### src/design/lcd_params.svh
// constants for the lcd output block: offsets, fields, resets, timing counts
//
// Contract
// - 4-bit gun picks 15 levels; 1110,1111 full
// - panel data active high: 1 lights pixel
// - gray by on/off rates over space, time
// - codes 0-7: 0,1/9,1/5,4/15,3/9,2/5,4/9,1/2
// - codes 8-13: 5/9,3/5,6/9,11/15,4/5,8/9
// - color passive dithers r,g,b like mono
// - tft pixel clock toggles while lcd enabled
// - tft bias pin is data output enable
// - tft line pin hsync, frame pin vsync
// - tft one pixel/clock; passive 4,8,2-2/3; code has no 8 pixel/clock mode, mono is 4 only
// - unshared: lcd and vga separate dma channels
// - shared: each dma word into both fifos
// - shared: request only when both fifos roomy
// - lcd and vga enables in one register
// - control bit 4: 0 passive, 1 tft
// - mono passive uses blue gun only
`ifndef LCD_PARAMS_SVH
`define LCD_PARAMS_SVH

`define CTRL_OFS      8'h00
`define STAT_OFS      8'h04
`define CTRL_RST      5'h00

`define CTL_LCD_EN    0
`define CTL_MONO      3
`define CTL_TFT       4
`define CTL_VGA_EN    8
`define CTL_SHARE     11

`define ST_REQ        8
`define ST_UNDER      9
`define ST_OVER       10

`define LFIFO_DEPTH   6'h20
`define LFIFO_AW      5
`define REQ_WORDS     6'h08

`define H_ACT         11'h280
`define H_FP          11'h010
`define H_SYNC        11'h060
`define H_BP          11'h030
`define V_ACT         10'h1E0
`define V_FP          10'h00A
`define V_SYNC        10'h002
`define V_BP          10'h021

`define DITH_PERIOD   8'h5A
`define DX_STEP       7'h25
`define DY_STEP       7'h35
`define DF_STEP       7'h01
`define GUN_STEP      8'h1E

`endif

### src/design/lcd_pkg.sv
// types shared by the lcd output block
package lcd_pkg;
    // one pixel on its way to the panel, with its dither phase
    typedef struct packed {
        logic [3:0] r;
        logic [3:0] g;
        logic [3:0] b;
        logic [6:0] phase;
    } pix_t;

    // software control bits
    typedef struct packed {
        logic flat_panel_enable;
        logic panel_monochrome_select;
        logic panel_active_matrix_select;
        logic monitor_output_enable;
        logic dual_fifo_feed_select;
    } ctrl_t;

    typedef enum logic [3:0] {
        h_act  = 4'b0001,
        h_fp   = 4'b0010,
        h_sync = 4'b0100,
        h_bp   = 4'b1000
    } hstate_t;
endpackage

### src/design/lcd_dither.sv
`timescale 1ns/1ps
`include "lcd_params.svh"
// space/time dither of the three guns of one pixel
module lcd_dither
    import lcd_pkg::*;
(
    input  wire pix_t       pix,
    input  wire logic       mono,
    output logic [2:0]      dots
);
    // on-threshold out of a 90-phase cycle; 90 is the lcm of 9, 5, 15 and 2
    function automatic logic [6:0] on_limit(input logic [3:0] code);
        case (code)
            4'h0: on_limit = 7'h00;
            4'h1: on_limit = 7'h0A;
            4'h2: on_limit = 7'h12;
            4'h3: on_limit = 7'h18;
            4'h4: on_limit = 7'h1E;
            4'h5: on_limit = 7'h24;
            4'h6: on_limit = 7'h28;
            4'h7: on_limit = 7'h2D;
            4'h8: on_limit = 7'h32;
            4'h9: on_limit = 7'h36;
            4'hA: on_limit = 7'h3C;
            4'hB: on_limit = 7'h42;
            4'hC: on_limit = 7'h48;
            4'hD: on_limit = 7'h50;
            default: on_limit = 7'h5A; // two top codes both always on
        endcase
    endfunction

    // each gun offset in phase so colors do not flash in step
    for (genvar g = 0; g < 3; g++) begin : g_gun
        logic [3:0] gun;
        logic [7:0] sum;
        logic [6:0] ph;
        assign gun  = (g == 0) ? pix.r : (g == 1) ? pix.g : pix.b;
        assign sum  = {1'b0, pix.phase} + 8'(g * `GUN_STEP);
        assign ph   = (sum >= `DITH_PERIOD) ? 7'(sum - `DITH_PERIOD) : sum[6:0];
        // dot lit while phase below threshold, 1 means on
        assign dots[g] = (mono && g != 2) ? 1'b0 : (ph < on_limit(gun));
    end
endmodule

### src/design/lcd_skid.sv
`timescale 1ns/1ps
// two-entry pixel buffer between unpacker and panel side
module lcd_skid
    import lcd_pkg::*;
(
    input  wire logic   core_clk,
    input  wire logic   rst_n,
    input  wire logic   flush,
    input  wire logic   in_valid,
    output logic        in_ready,
    input  wire pix_t   in_pix,
    output logic        out_valid,
    input  wire logic   out_ready,
    output pix_t        out_pix
);
    pix_t       slot_reg [0:1];
    logic       wp_reg;
    logic       rp_reg;
    logic [1:0] cnt_reg;
    logic       wr;
    logic       rd;

    assign in_ready  = (cnt_reg != 2'h2);
    assign out_valid = (cnt_reg != 2'h0);
    assign out_pix   = slot_reg[rp_reg];
    assign wr        = in_valid && in_ready;
    assign rd        = out_valid && out_ready;

    // slot storage needs no reset, count says what is valid
    always_ff @(posedge core_clk) begin
        if (wr) begin
            slot_reg[wp_reg] <= in_pix;
        end
    end

    // pointers and fill count
    always_ff @(posedge core_clk or negedge rst_n) begin
        if (!rst_n) begin
            wp_reg  <= 1'b0;
            rp_reg  <= 1'b0;
            cnt_reg <= 2'h0;
        end else if (flush) begin
            wp_reg  <= 1'b0;
            rp_reg  <= 1'b0;
            cnt_reg <= 2'h0;
        end else begin
            wp_reg  <= wp_reg ^ wr;
            rp_reg  <= rp_reg ^ rd;
            cnt_reg <= 2'(cnt_reg + {1'b0, wr} - {1'b0, rd});
        end
    end
endmodule

### src/design/lcd_top.sv
`timescale 1ns/1ps
`include "lcd_params.svh"
// lcd output side: control registers, dma fifo, dither, panel timing and pins
module lcd_top
    import lcd_pkg::*;
(
    input  wire logic           core_clk,
    input  wire logic           rst_n,
    input  wire logic [7:0]     reg_addr,
    input  wire logic [31:0]    reg_wdata,
    input  wire logic           reg_wr,
    input  wire logic           reg_rd,
    output logic [31:0]         reg_rdata,
    output logic                dma_req,
    input  wire logic           dma_valid,
    input  wire logic [31:0]    dma_data,
    input  wire logic [5:0]     vga_fifo_free,
    output logic                vga_fifo_wr,
    output logic [31:0]         vga_fifo_data,
    output logic                flat_panel_enable,
    output logic                monitor_output_enable,
    input  wire logic           pix_clk_in,
    output logic                panel_pclk,
    output logic                panel_line_clk,
    output logic                panel_frame_clk,
    output logic                panel_bias_output_enable_pin,
    output logic [11:0]         panel_data
);
    ctrl_t                  ctrl_reg;
    logic [31:0]            ctrl_word, stat_word, rd_word, rdata_reg;
    logic                   under_reg, over_reg, en, tft, mono, share;
    logic [31:0]            fifo_mem [0:`LFIFO_DEPTH-1];
    logic [`LFIFO_AW-1:0]   wr_ptr_reg, rd_ptr_reg;
    logic [`LFIFO_AW:0]     level_reg;
    logic [5:0]             lcd_free;
    logic                   fifo_full, fifo_wr, word_pop, vga_wr_reg;
    logic [31:0]            vga_data_reg, head_word;
    logic                   half_reg;
    logic [9:0]             x_cnt_reg, y_cnt_reg, v_cnt_reg;
    logic [6:0]             ph_reg, row_ph_reg, frm_ph_reg;
    pix_t                   pix_in, sk_pix;
    logic                   pix_valid, pix_fire, skid_in_ready, sk_valid, sk_take;
    logic [2:0]             dots, new_bits;
    logic                   pclk_s1_reg, pclk_s2_reg, pclk_s3_reg, tick;
    hstate_t                h_state_reg;
    logic [10:0]            h_cnt_reg, step, line_units;
    logic                   v_act, vsync, in_act, frm_bias_reg;
    logic [15:0]            acc_reg, after_acc;
    logic [4:0]             acc_cnt_reg, width, after_cnt;
    logic                   consume, avail, push, underrun;
    logic [7:0]             emit_mask;
    logic                   pclk_reg, line_reg, frame_reg, bias_reg;
    logic [11:0]            data_reg;

    assign en    = ctrl_reg.flat_panel_enable;
    assign tft   = ctrl_reg.panel_active_matrix_select;
    assign mono  = ctrl_reg.panel_monochrome_select;
    assign share = ctrl_reg.dual_fifo_feed_select;
    assign flat_panel_enable     = ctrl_reg.flat_panel_enable;
    assign monitor_output_enable = ctrl_reg.monitor_output_enable;

    // both enables live in one word so one write starts both paths
    always_ff @(posedge core_clk or negedge rst_n) begin
        if (!rst_n) begin
            ctrl_reg <= `CTRL_RST;
        end else if (reg_wr && reg_addr == `CTRL_OFS) begin
            ctrl_reg.flat_panel_enable          <= reg_wdata[`CTL_LCD_EN];
            ctrl_reg.panel_monochrome_select    <= reg_wdata[`CTL_MONO];
            ctrl_reg.panel_active_matrix_select <= reg_wdata[`CTL_TFT];
            ctrl_reg.monitor_output_enable      <= reg_wdata[`CTL_VGA_EN];
            ctrl_reg.dual_fifo_feed_select      <= reg_wdata[`CTL_SHARE];
        end
    end

    // sticky error flags, write one to clear; a new event beats the clear
    always_ff @(posedge core_clk or negedge rst_n) begin
        if (!rst_n) begin
            under_reg <= 1'b0;
            over_reg  <= 1'b0;
        end else begin
            if (underrun) begin
                under_reg <= 1'b1;
            end else if (reg_wr && reg_addr == `STAT_OFS && reg_wdata[`ST_UNDER]) begin
                under_reg <= 1'b0;
            end
            if (dma_valid && en && fifo_full) begin
                over_reg <= 1'b1;
            end else if (reg_wr && reg_addr == `STAT_OFS && reg_wdata[`ST_OVER]) begin
                over_reg <= 1'b0;
            end
        end
    end

    // register images; reserved bits read zero
    always_comb begin
        ctrl_word              = 32'h0000_0000;
        ctrl_word[`CTL_LCD_EN] = ctrl_reg.flat_panel_enable;
        ctrl_word[`CTL_MONO]   = ctrl_reg.panel_monochrome_select;
        ctrl_word[`CTL_TFT]    = ctrl_reg.panel_active_matrix_select;
        ctrl_word[`CTL_VGA_EN] = ctrl_reg.monitor_output_enable;
        ctrl_word[`CTL_SHARE]  = ctrl_reg.dual_fifo_feed_select;
        stat_word              = 32'h0000_0000;
        stat_word[5:0]         = level_reg;
        stat_word[`ST_REQ]     = dma_req;
        stat_word[`ST_UNDER]   = under_reg;
        stat_word[`ST_OVER]    = over_reg;
    end

    // read decode, unmapped offsets answer zero
    always_comb begin
        case (reg_addr)
            `CTRL_OFS: rd_word = ctrl_word;
            `STAT_OFS: rd_word = stat_word;
            default:   rd_word = 32'h0000_0000;
        endcase
    end

    // read data stands only in the cycle after the strobe
    always_ff @(posedge core_clk or negedge rst_n) begin
        if (!rst_n) begin
            rdata_reg <= 32'h0000_0000;
        end else begin
            rdata_reg <= reg_rd ? rd_word : 32'h0000_0000;
        end
    end
    assign reg_rdata = rdata_reg;

    // dma fifo: a word is dropped only if dma ignores the request level
    assign fifo_full = (level_reg == `LFIFO_DEPTH);
    assign fifo_wr   = dma_valid && en && !fifo_full;
    assign lcd_free  = 6'(`LFIFO_DEPTH - level_reg);
    // shared feed waits for room in both fifos, else lcd room only
    assign dma_req   = en && (lcd_free >= `REQ_WORDS) &&
                       (!share || vga_fifo_free >= `REQ_WORDS);

    always_ff @(posedge core_clk) begin
        if (fifo_wr) begin
            fifo_mem[wr_ptr_reg] <= dma_data;
        end
    end

    always_ff @(posedge core_clk or negedge rst_n) begin
        if (!rst_n) begin
            wr_ptr_reg <= '0;
            rd_ptr_reg <= '0;
            level_reg  <= '0;
        end else if (!en) begin
            wr_ptr_reg <= '0;
            rd_ptr_reg <= '0;
            level_reg  <= '0;
        end else begin
            wr_ptr_reg <= wr_ptr_reg + `LFIFO_AW'(fifo_wr);
            rd_ptr_reg <= rd_ptr_reg + `LFIFO_AW'(word_pop);
            level_reg  <= 6'(level_reg + 6'(fifo_wr) - 6'(word_pop));
        end
    end

    // copy of every dma word to the vga fifo while sharing
    always_ff @(posedge core_clk or negedge rst_n) begin
        if (!rst_n) begin
            vga_wr_reg   <= 1'b0;
            vga_data_reg <= 32'h0000_0000;
        end else begin
            vga_wr_reg   <= dma_valid && share;
            vga_data_reg <= dma_data;
        end
    end
    assign vga_fifo_wr   = vga_wr_reg;
    assign vga_fifo_data = vga_data_reg;

    // unpack: two 12-bit rgb pixels per word, low half first
    assign head_word    = fifo_mem[rd_ptr_reg];
    assign pix_valid    = en && (level_reg != '0);
    assign pix_fire     = pix_valid && skid_in_ready;
    assign word_pop     = pix_fire && half_reg;
    assign pix_in.r     = half_reg ? head_word[27:24] : head_word[11:8];
    assign pix_in.g     = half_reg ? head_word[23:20] : head_word[7:4];
    assign pix_in.b     = half_reg ? head_word[19:16] : head_word[3:0];
    assign pix_in.phase = ph_reg;

    // dither phase walks across x, y and frames; each pixel sees all 90
    // phases over 90 frames so its long-run duty is exact
    always_ff @(posedge core_clk or negedge rst_n) begin
        if (!rst_n) begin
            half_reg   <= 1'b0;
            x_cnt_reg  <= '0;
            y_cnt_reg  <= '0;
            ph_reg     <= '0;
            row_ph_reg <= '0;
            frm_ph_reg <= '0;
        end else if (!en) begin
            half_reg   <= 1'b0;
            x_cnt_reg  <= '0;
            y_cnt_reg  <= '0;
            ph_reg     <= '0;
            row_ph_reg <= '0;
            frm_ph_reg <= '0;
        end else if (pix_fire) begin
            half_reg <= !half_reg;
            if (x_cnt_reg != 10'(`H_ACT - 11'h001)) begin
                x_cnt_reg <= x_cnt_reg + 10'h001;
                ph_reg    <= addm(ph_reg, `DX_STEP);
            end else if (y_cnt_reg != `V_ACT - 10'h001) begin
                x_cnt_reg  <= '0;
                y_cnt_reg  <= y_cnt_reg + 10'h001;
                row_ph_reg <= addm(row_ph_reg, `DY_STEP);
                ph_reg     <= addm(row_ph_reg, `DY_STEP);
            end else begin
                x_cnt_reg  <= '0;
                y_cnt_reg  <= '0;
                frm_ph_reg <= addm(frm_ph_reg, `DF_STEP);
                row_ph_reg <= addm(frm_ph_reg, `DF_STEP);
                ph_reg     <= addm(frm_ph_reg, `DF_STEP);
            end
        end
    end

    function automatic logic [6:0] addm(input logic [6:0] a, input logic [6:0] b);
        logic [7:0] s;
        s = {1'b0, a} + {1'b0, b};
        addm = (s >= `DITH_PERIOD) ? 7'(s - `DITH_PERIOD) : s[6:0];
    endfunction

    lcd_skid u_skid (
        .core_clk  (core_clk),
        .rst_n     (rst_n),
        .flush     (!en),
        .in_valid  (pix_valid),
        .in_ready  (skid_in_ready),
        .in_pix    (pix_in),
        .out_valid (sk_valid),
        .out_ready (sk_take),
        .out_pix   (sk_pix)
    );

    lcd_dither u_dither (
        .pix  (sk_pix),
        .mono (mono),
        .dots (dots)
    );

    // pixel clock pin from outside: two flops, then edge detect on stage two
    always_ff @(posedge core_clk or negedge rst_n) begin
        if (!rst_n) begin
            pclk_s1_reg <= 1'b0;
            pclk_s2_reg <= 1'b0;
            pclk_s3_reg <= 1'b0;
        end else begin
            pclk_s1_reg <= pix_clk_in;
            pclk_s2_reg <= pclk_s1_reg;
            pclk_s3_reg <= pclk_s2_reg;
        end
    end
    assign tick = en && pclk_s2_reg && !pclk_s3_reg;

    // line length in units: pixels for tft, dither bits for passive
    assign width      = mono ? 5'h04 : 5'h08;
    assign step       = tft ? 11'h001 : {6'h00, width};
    assign line_units = (tft || mono) ? `H_ACT : 11'(3 * `H_ACT);
    assign v_act      = (v_cnt_reg < `V_ACT);
    assign vsync      = (v_cnt_reg >= `V_ACT + `V_FP) &&
                        (v_cnt_reg <  `V_ACT + `V_FP + `V_SYNC);
    assign in_act     = (h_state_reg == h_act) && v_act;

    // horizontal state and line count, advanced on each pixel clock tick
    always_ff @(posedge core_clk or negedge rst_n) begin
        if (!rst_n) begin
            h_state_reg  <= h_act;
            h_cnt_reg    <= '0;
            v_cnt_reg    <= '0;
            frm_bias_reg <= 1'b0;
        end else if (!en) begin
            h_state_reg  <= h_act;
            h_cnt_reg    <= '0;
            v_cnt_reg    <= '0;
        end else if (tick) begin
            case (h_state_reg)
                h_act: begin
                    if (h_cnt_reg + step >= line_units) begin
                        h_state_reg <= h_fp;
                        h_cnt_reg   <= '0;
                    end else begin
                        h_cnt_reg <= h_cnt_reg + step;
                    end
                end
                h_fp: begin
                    h_cnt_reg <= h_cnt_reg + 11'h001;
                    if (h_cnt_reg == `H_FP - 11'h001) begin
                        h_state_reg <= h_sync;
                        h_cnt_reg   <= '0;
                    end
                end
                h_sync: begin
                    h_cnt_reg <= h_cnt_reg + 11'h001;
                    if (h_cnt_reg == `H_SYNC - 11'h001) begin
                        h_state_reg <= h_bp;
                        h_cnt_reg   <= '0;
                    end
                end
                h_bp: begin
                    h_cnt_reg <= h_cnt_reg + 11'h001;
                    if (h_cnt_reg == `H_BP - 11'h001) begin
                        h_state_reg <= h_act;
                        h_cnt_reg   <= '0;
                        if (v_cnt_reg == `V_ACT + `V_FP + `V_SYNC + `V_BP - 10'h001) begin
                            v_cnt_reg    <= '0;
                            frm_bias_reg <= !frm_bias_reg;
                        end else begin
                            v_cnt_reg <= v_cnt_reg + 10'h001;
                        end
                    end
                end
                default: begin
                    h_state_reg <= h_act;
                    h_cnt_reg   <= '0;
                end
            endcase
        end
    end

    // passive packing: dither bits queue lsb first, a tick takes width bits;
    // color gives 8 bits from three-bit pixels, i.e. 2-2/3 pixels per clock
    assign consume   = tick && in_act && !tft;
    assign avail     = (acc_cnt_reg >= width);
    assign after_cnt = (consume && avail) ? acc_cnt_reg - width : acc_cnt_reg;
    assign after_acc = (consume && avail) ? acc_reg >> width : acc_reg;
    assign new_bits  = mono ? {2'b00, dots[2]} : dots;
    assign push      = !tft && en && sk_valid && (after_cnt <= 5'h0D);
    assign sk_take   = tft ? (tick && in_act && sk_valid) : push;
    assign emit_mask = mono ? 8'h0F : 8'hFF;
    assign underrun  = tick && in_act && (tft ? !sk_valid : !avail);

    always_ff @(posedge core_clk or negedge rst_n) begin
        if (!rst_n) begin
            acc_reg     <= '0;
            acc_cnt_reg <= '0;
        end else if (!en || tft) begin
            acc_reg     <= '0;
            acc_cnt_reg <= '0;
        end else if (push) begin
            acc_reg     <= after_acc | (16'(new_bits) << after_cnt);
            acc_cnt_reg <= after_cnt + (mono ? 5'h01 : 5'h03);
        end else begin
            acc_reg     <= after_acc;
            acc_cnt_reg <= after_cnt;
        end
    end

    // pin drivers; data changes on the rising tick, panel samples later
    always_ff @(posedge core_clk or negedge rst_n) begin
        if (!rst_n) begin
            pclk_reg  <= 1'b0;
            line_reg  <= 1'b0;
            frame_reg <= 1'b0;
            bias_reg  <= 1'b0;
        end else begin
            // tft clock runs free while enabled; passive only during data
            pclk_reg  <= en && pclk_s2_reg && (tft || in_act);
            line_reg  <= en && (h_state_reg == h_sync);
            frame_reg <= en && vsync;
            bias_reg  <= en && (tft ? in_act : frm_bias_reg);
        end
    end

    // pixel data; an underrun sends dark rather than stale data
    always_ff @(posedge core_clk or negedge rst_n) begin
        if (!rst_n) begin
            data_reg <= 12'h000;
        end else if (!en) begin
            data_reg <= 12'h000;
        end else if (tick && in_act && tft) begin
            data_reg <= sk_valid ? {sk_pix.r, sk_pix.g, sk_pix.b} : 12'h000;
        end else if (consume) begin
            data_reg <= avail ? {4'h0, acc_reg[7:0] & emit_mask} : 12'h000;
        end
    end

    assign panel_pclk                   = pclk_reg;
    assign panel_line_clk               = line_reg;
    assign panel_frame_clk              = frame_reg;
    assign panel_bias_output_enable_pin = bias_reg;
    assign panel_data                   = data_reg;
endmodule

### config.mk
export PLATFORM = sky130hd
export DESIGN_NAME = lcd_top
export DESIGN_NICKNAME = d
export VERILOG_FILES = /design/src/design/lcd_pkg.sv /design/src/design/lcd_dither.sv /design/src/design/lcd_skid.sv /design/src/design/lcd_top.sv
export VERILOG_INCLUDE_DIRS = /design/src /design/src/design
export SDC_FILE = /design/constraint.sdc
export NUM_CORES = 1
export LEC_CHECK = 0
export BUFFER_PORTS_ARGS = -buffer_cell sky130_fd_sc_hd__buf_2
export CAP_MARGIN = 30
export CORE_ASPECT_RATIO = 1.4
export CORE_MARGIN = 4
export CORE_UTILIZATION = 40
export CTS_CLUSTER_DIAMETER = 40
export DETAILED_ROUTE_END_ITERATION = 7
export GPL_TIMING_DRIVEN = 0
export SLEW_MARGIN = 20
export SYNTH_ARGS = -nofsm -noshare
export SYNTH_HDL_FRONTEND = slang
export SYNTH_SLANG_ARGS = --single-unit
### constraint.sdc
create_clock -name core_clk -period 4.3 [get_ports core_clk]
set_input_delay 0.43 -clock core_clk [delete_from_list [all_inputs] [get_ports core_clk]]
set_output_delay 0.43 -clock core_clk [all_outputs]
set_load 0.01 [all_outputs]
==> flow_summary.json <==
{
  "drt_iter0_markers": 1989,
  "cts.htree.levels": 3,
  "power.share.switching_pct": 21.3,
  "final_wirelength_mm": 112,
  "unrepaired_setup_endpoints_after_global_routing": "true",
  "hpwl_mm": 79.6,
  "total_power_mw": 19.9,
  "routabilityCongestion": 0.957,
  "clock-skew-final_ps": 40.1,
  "outcome": "finished, final reports clean",
  "ff_latch_area_um2": 28700,
  "clkSlewWorstSetupHoldPaths_ps": 60,
  "grt_overflow": 0,
  "viasPerCell": 5.56,
  "largest_reg_flops": 768,
  "route.detailed.wl_per_inst_um": 24.2,
  "timing.critical_path.from_type": "flip-flop",
  "switching_power_mw": 4.25,
  "power.share.combinational_pct": 1.9,
  "fp.coreArea_um2": 106000,
  "critical_path_peak_fanout": 6,
  "fmax_mhz": 235,
  "boundaryPins": 168,
  "final_nets": 3343,
  "worst_slew_pin_slew_ps": 1010,
  "timing_hold_violations_final": 0,
  "yosys_most_used_dff": "edfxtp_1",
  "floorplan.die.width_um": 284,
  "cts_root_buf": "clkbuf_16",
  "num_vias": 25740,
  "cp-end-kind": "flip-flop",
  "most_area_consuming_cells_after_synthesis": "edfxtp_1, dfrtp_1, mux4_2",
  "most_frequent_cell_after_synthesis": "edfxtp_1",
  "finalSetupTns_ps": 0,
  "antenna_violations_before_repair": 4,
  "intPower_mw": 15.7,
  "layout_min_cycle_time_ps": 4260,
  "netlist_area_um2": 42700,
  "place_inst": 4376,
  "layout-area-overhead-vs-synth_pct": 18.5,
  "seq_area_frac_synth_pct": 67.2,
  "tritoncts": "yes",
  "synth_enable_flop_cells": 806,
  "synthArstFlopShare_pct": 18.1,
  "crit_type": "reg -> reg",
  "power.ir.vdd_worst_uv": 294,
  "die_h_um": 394,
  "drive_above_1_share_pct": 20.6,
  "std_cell_rows": 141,
  "drcViolationCount": 0,
  "yosys.area.top_type": "edfxtp_1",
  "die-area_um2": 112000,
  "number_of_global_route_vias_before_repair": 25779,
  "clock_tree.buffer_depth": 3,
  "insertion_delay_ps": 720,
  "power_density_nw_per_um2": 394,
  "timing.hold.worst.class": "in -> reg",
  "arrival_ps": 4860,
  "timing.slew.headroom_pct": 32.6,
  "fillCellCount": 9030,
  "synthesis.yosys.warnings": 0,
  "yosys_register_bits": 984,
  "netlist_top_cells_count": "edfxtp_1, mux2i_1, a21oi_1",
  "netlist_instances": 2842,
  "tritoncts.num_buffers": 104,
  "post_synth_num_cell_types": 94,
  "report.final.slew_viol_count": 0,
  "layout_worst_path_cycle_share_pct": 99.1,
  "yosys.area.top_type_share_pct": 56.7,
  "grt_start_max_net_pins": 88,
  "area_used_by_multi_input_combinational_logic_um2": 13600,
  "ant_nets": 0,
  "p_clk_share_pct": 46.1,
  "p_leak_nw": 16.8,
  "grt_pass1_wl_mm": 166,
  "finalCoreUtilization_pct": 47.8,
  "overall_global_routing_resource_usage_pct": 19.8,
  "crit_required_ps": 4900,
  "numPortBuffers": 117,
  "post_synth.cell_area_avg_um2": 15.0,
  "initial_core_util_pct": 40.4,
  "clock_sink_count": 984,
  "drtPass1Iterations": 7,
  "max_cap_violation_count": 0,
  "post_layout_nonfiller_instances": 4626,
  "sequentialPowerShare_pct": 52.0,
  "finalSetupViolations": 0
}
## layer usage
metal / vias to the layer above / track usage, % / part of all wire (%)
met1: 13070 / 23.5 / 39
met2: 727 / 35.2 / 52
met4: 4 / 9.32 / 4.9
li1: 11749 / - / -
met5: - / 0 / 0.024
met3: 190 / 3.04 / 4.8
## power by group through the flow
stage               sequential, mW  clock [mW]  combinational [mW]
detailed placement            10.5           0               0.375
floorplan                     10.6           0              0.0865
CTS                           10.3        9.35               0.387
global route                  10.3        9.77               0.417
finish                        10.3        9.17               0.383
global placement              10.5           0               0.354
## cells in the final DEF (no fill, tap or decap), types with 12 or more instances in the layout
master	count
mux4_2	110
buf_4	50
buf_6	13
nand3_1	43
o21ai_0	108
a21oi_1	175
clkinv_1	13
nor2b_1	14
conb_1	22
buf_2	126
o21ai_1	16
clkbuf_1	109
xnor2_1	40
buf_16	26
mux2_2	60
xor2_1	32
nor2_4	32
inv_1	59
and2_1	17
ha_1	77
mux2i_1	178
buf_1	25
or3_1	15
clkinvlp_4	22
nand4_1	20
dfrtp_1	176
o221ai_1	50
and3_1	21
nor3_1	33
a31oi_1	12
nor2_1	119
clkbuf_16	106
nand2_1	162
edfxtp_1	806
dlygate4sd3_1	16
o22ai_1	58
## cell families after synthesis
family | share of synthesized area (%)
other cells | 0.00879
simple gates | 6.41
compound gates | 8.13
flops | 67.2
buf+inv | 2.29
xor+xnor | 1.55
fa+ha+maj | 2.54
mux | 11.9
## per-stage QoR
step	hold slack (ps)	setup WS, ps	instance area (um^2)
after floorplan	134	86.0	42800
after global placement	336	-523	45100
after detailed placement	292	-512	46200
after CTS	11.7	-1.67	50200
after global routing	56.3	-120	50500
final	61.9	40.8	50500
## what timing repair did
| item | CTS | global route |
|---|---|---|
| buffers inserted | 11 | 19 |
| endpoints found under the setup margin | 51 | 35 |
| resized for setup | 31 | 44 |
| hold buffers | 16 | 0 |
| gates cloned | 0 | 0 |
| pin swaps | 6 | 17 |
| endpoints found under the hold margin | 193 | 0 |
## layout make-up
| class | count | share of cell area (%) |
|---|---|---|
| clock buffer | 122 | 5.45 |
| multi-input combinational | 1650 | 26.9 |
| sequential | 984 | 56.7 |
| inverter | 64 | 0.483 |
| antenna | 2 | 0.00990 |
| timing repair buffer | 206 | 3.90 |
| buffer | 165 | 1.53 |
| tap | 1358 | 3.36 |
| clock inverter | 75 | 1.64 |
## critical path, cell delays in order, from the launching register on
cell,delay (ps)
dfrtp_2,380
buf_12,130
mux2i_4,350
inv_2,90
ha_4,180
a21oi_4,150
o21ai_1,90
and3_1,230
a311oi_4,370
buf_4,190
nand2_2,50
o21ai_2,50
ha_1,250
and3_1,170
a221o_1,390
a41o_1,320
a31o_2,290
or4_1,400
o211ai_1,100
## final timing paths
kind | start | end | slack (ps) | cells after the start
max | u_skid.rp_reg | acc_reg[9] | 40 | 18
max in group asynchronous | rst_n | u_skid.rp_reg | 3360 | 3
max reg2reg | u_skid.rp_reg | acc_reg[9] | 40 | 18
min reg2reg | pclk_s1_reg | pclk_s2_reg | 370 | 0
min | reg_wdata[10] | over_reg | 60 | 4
min in group asynchronous | rst_n | vga_fifo_data[7] | 160 | 2
Power figures use the tool's default switching activity.
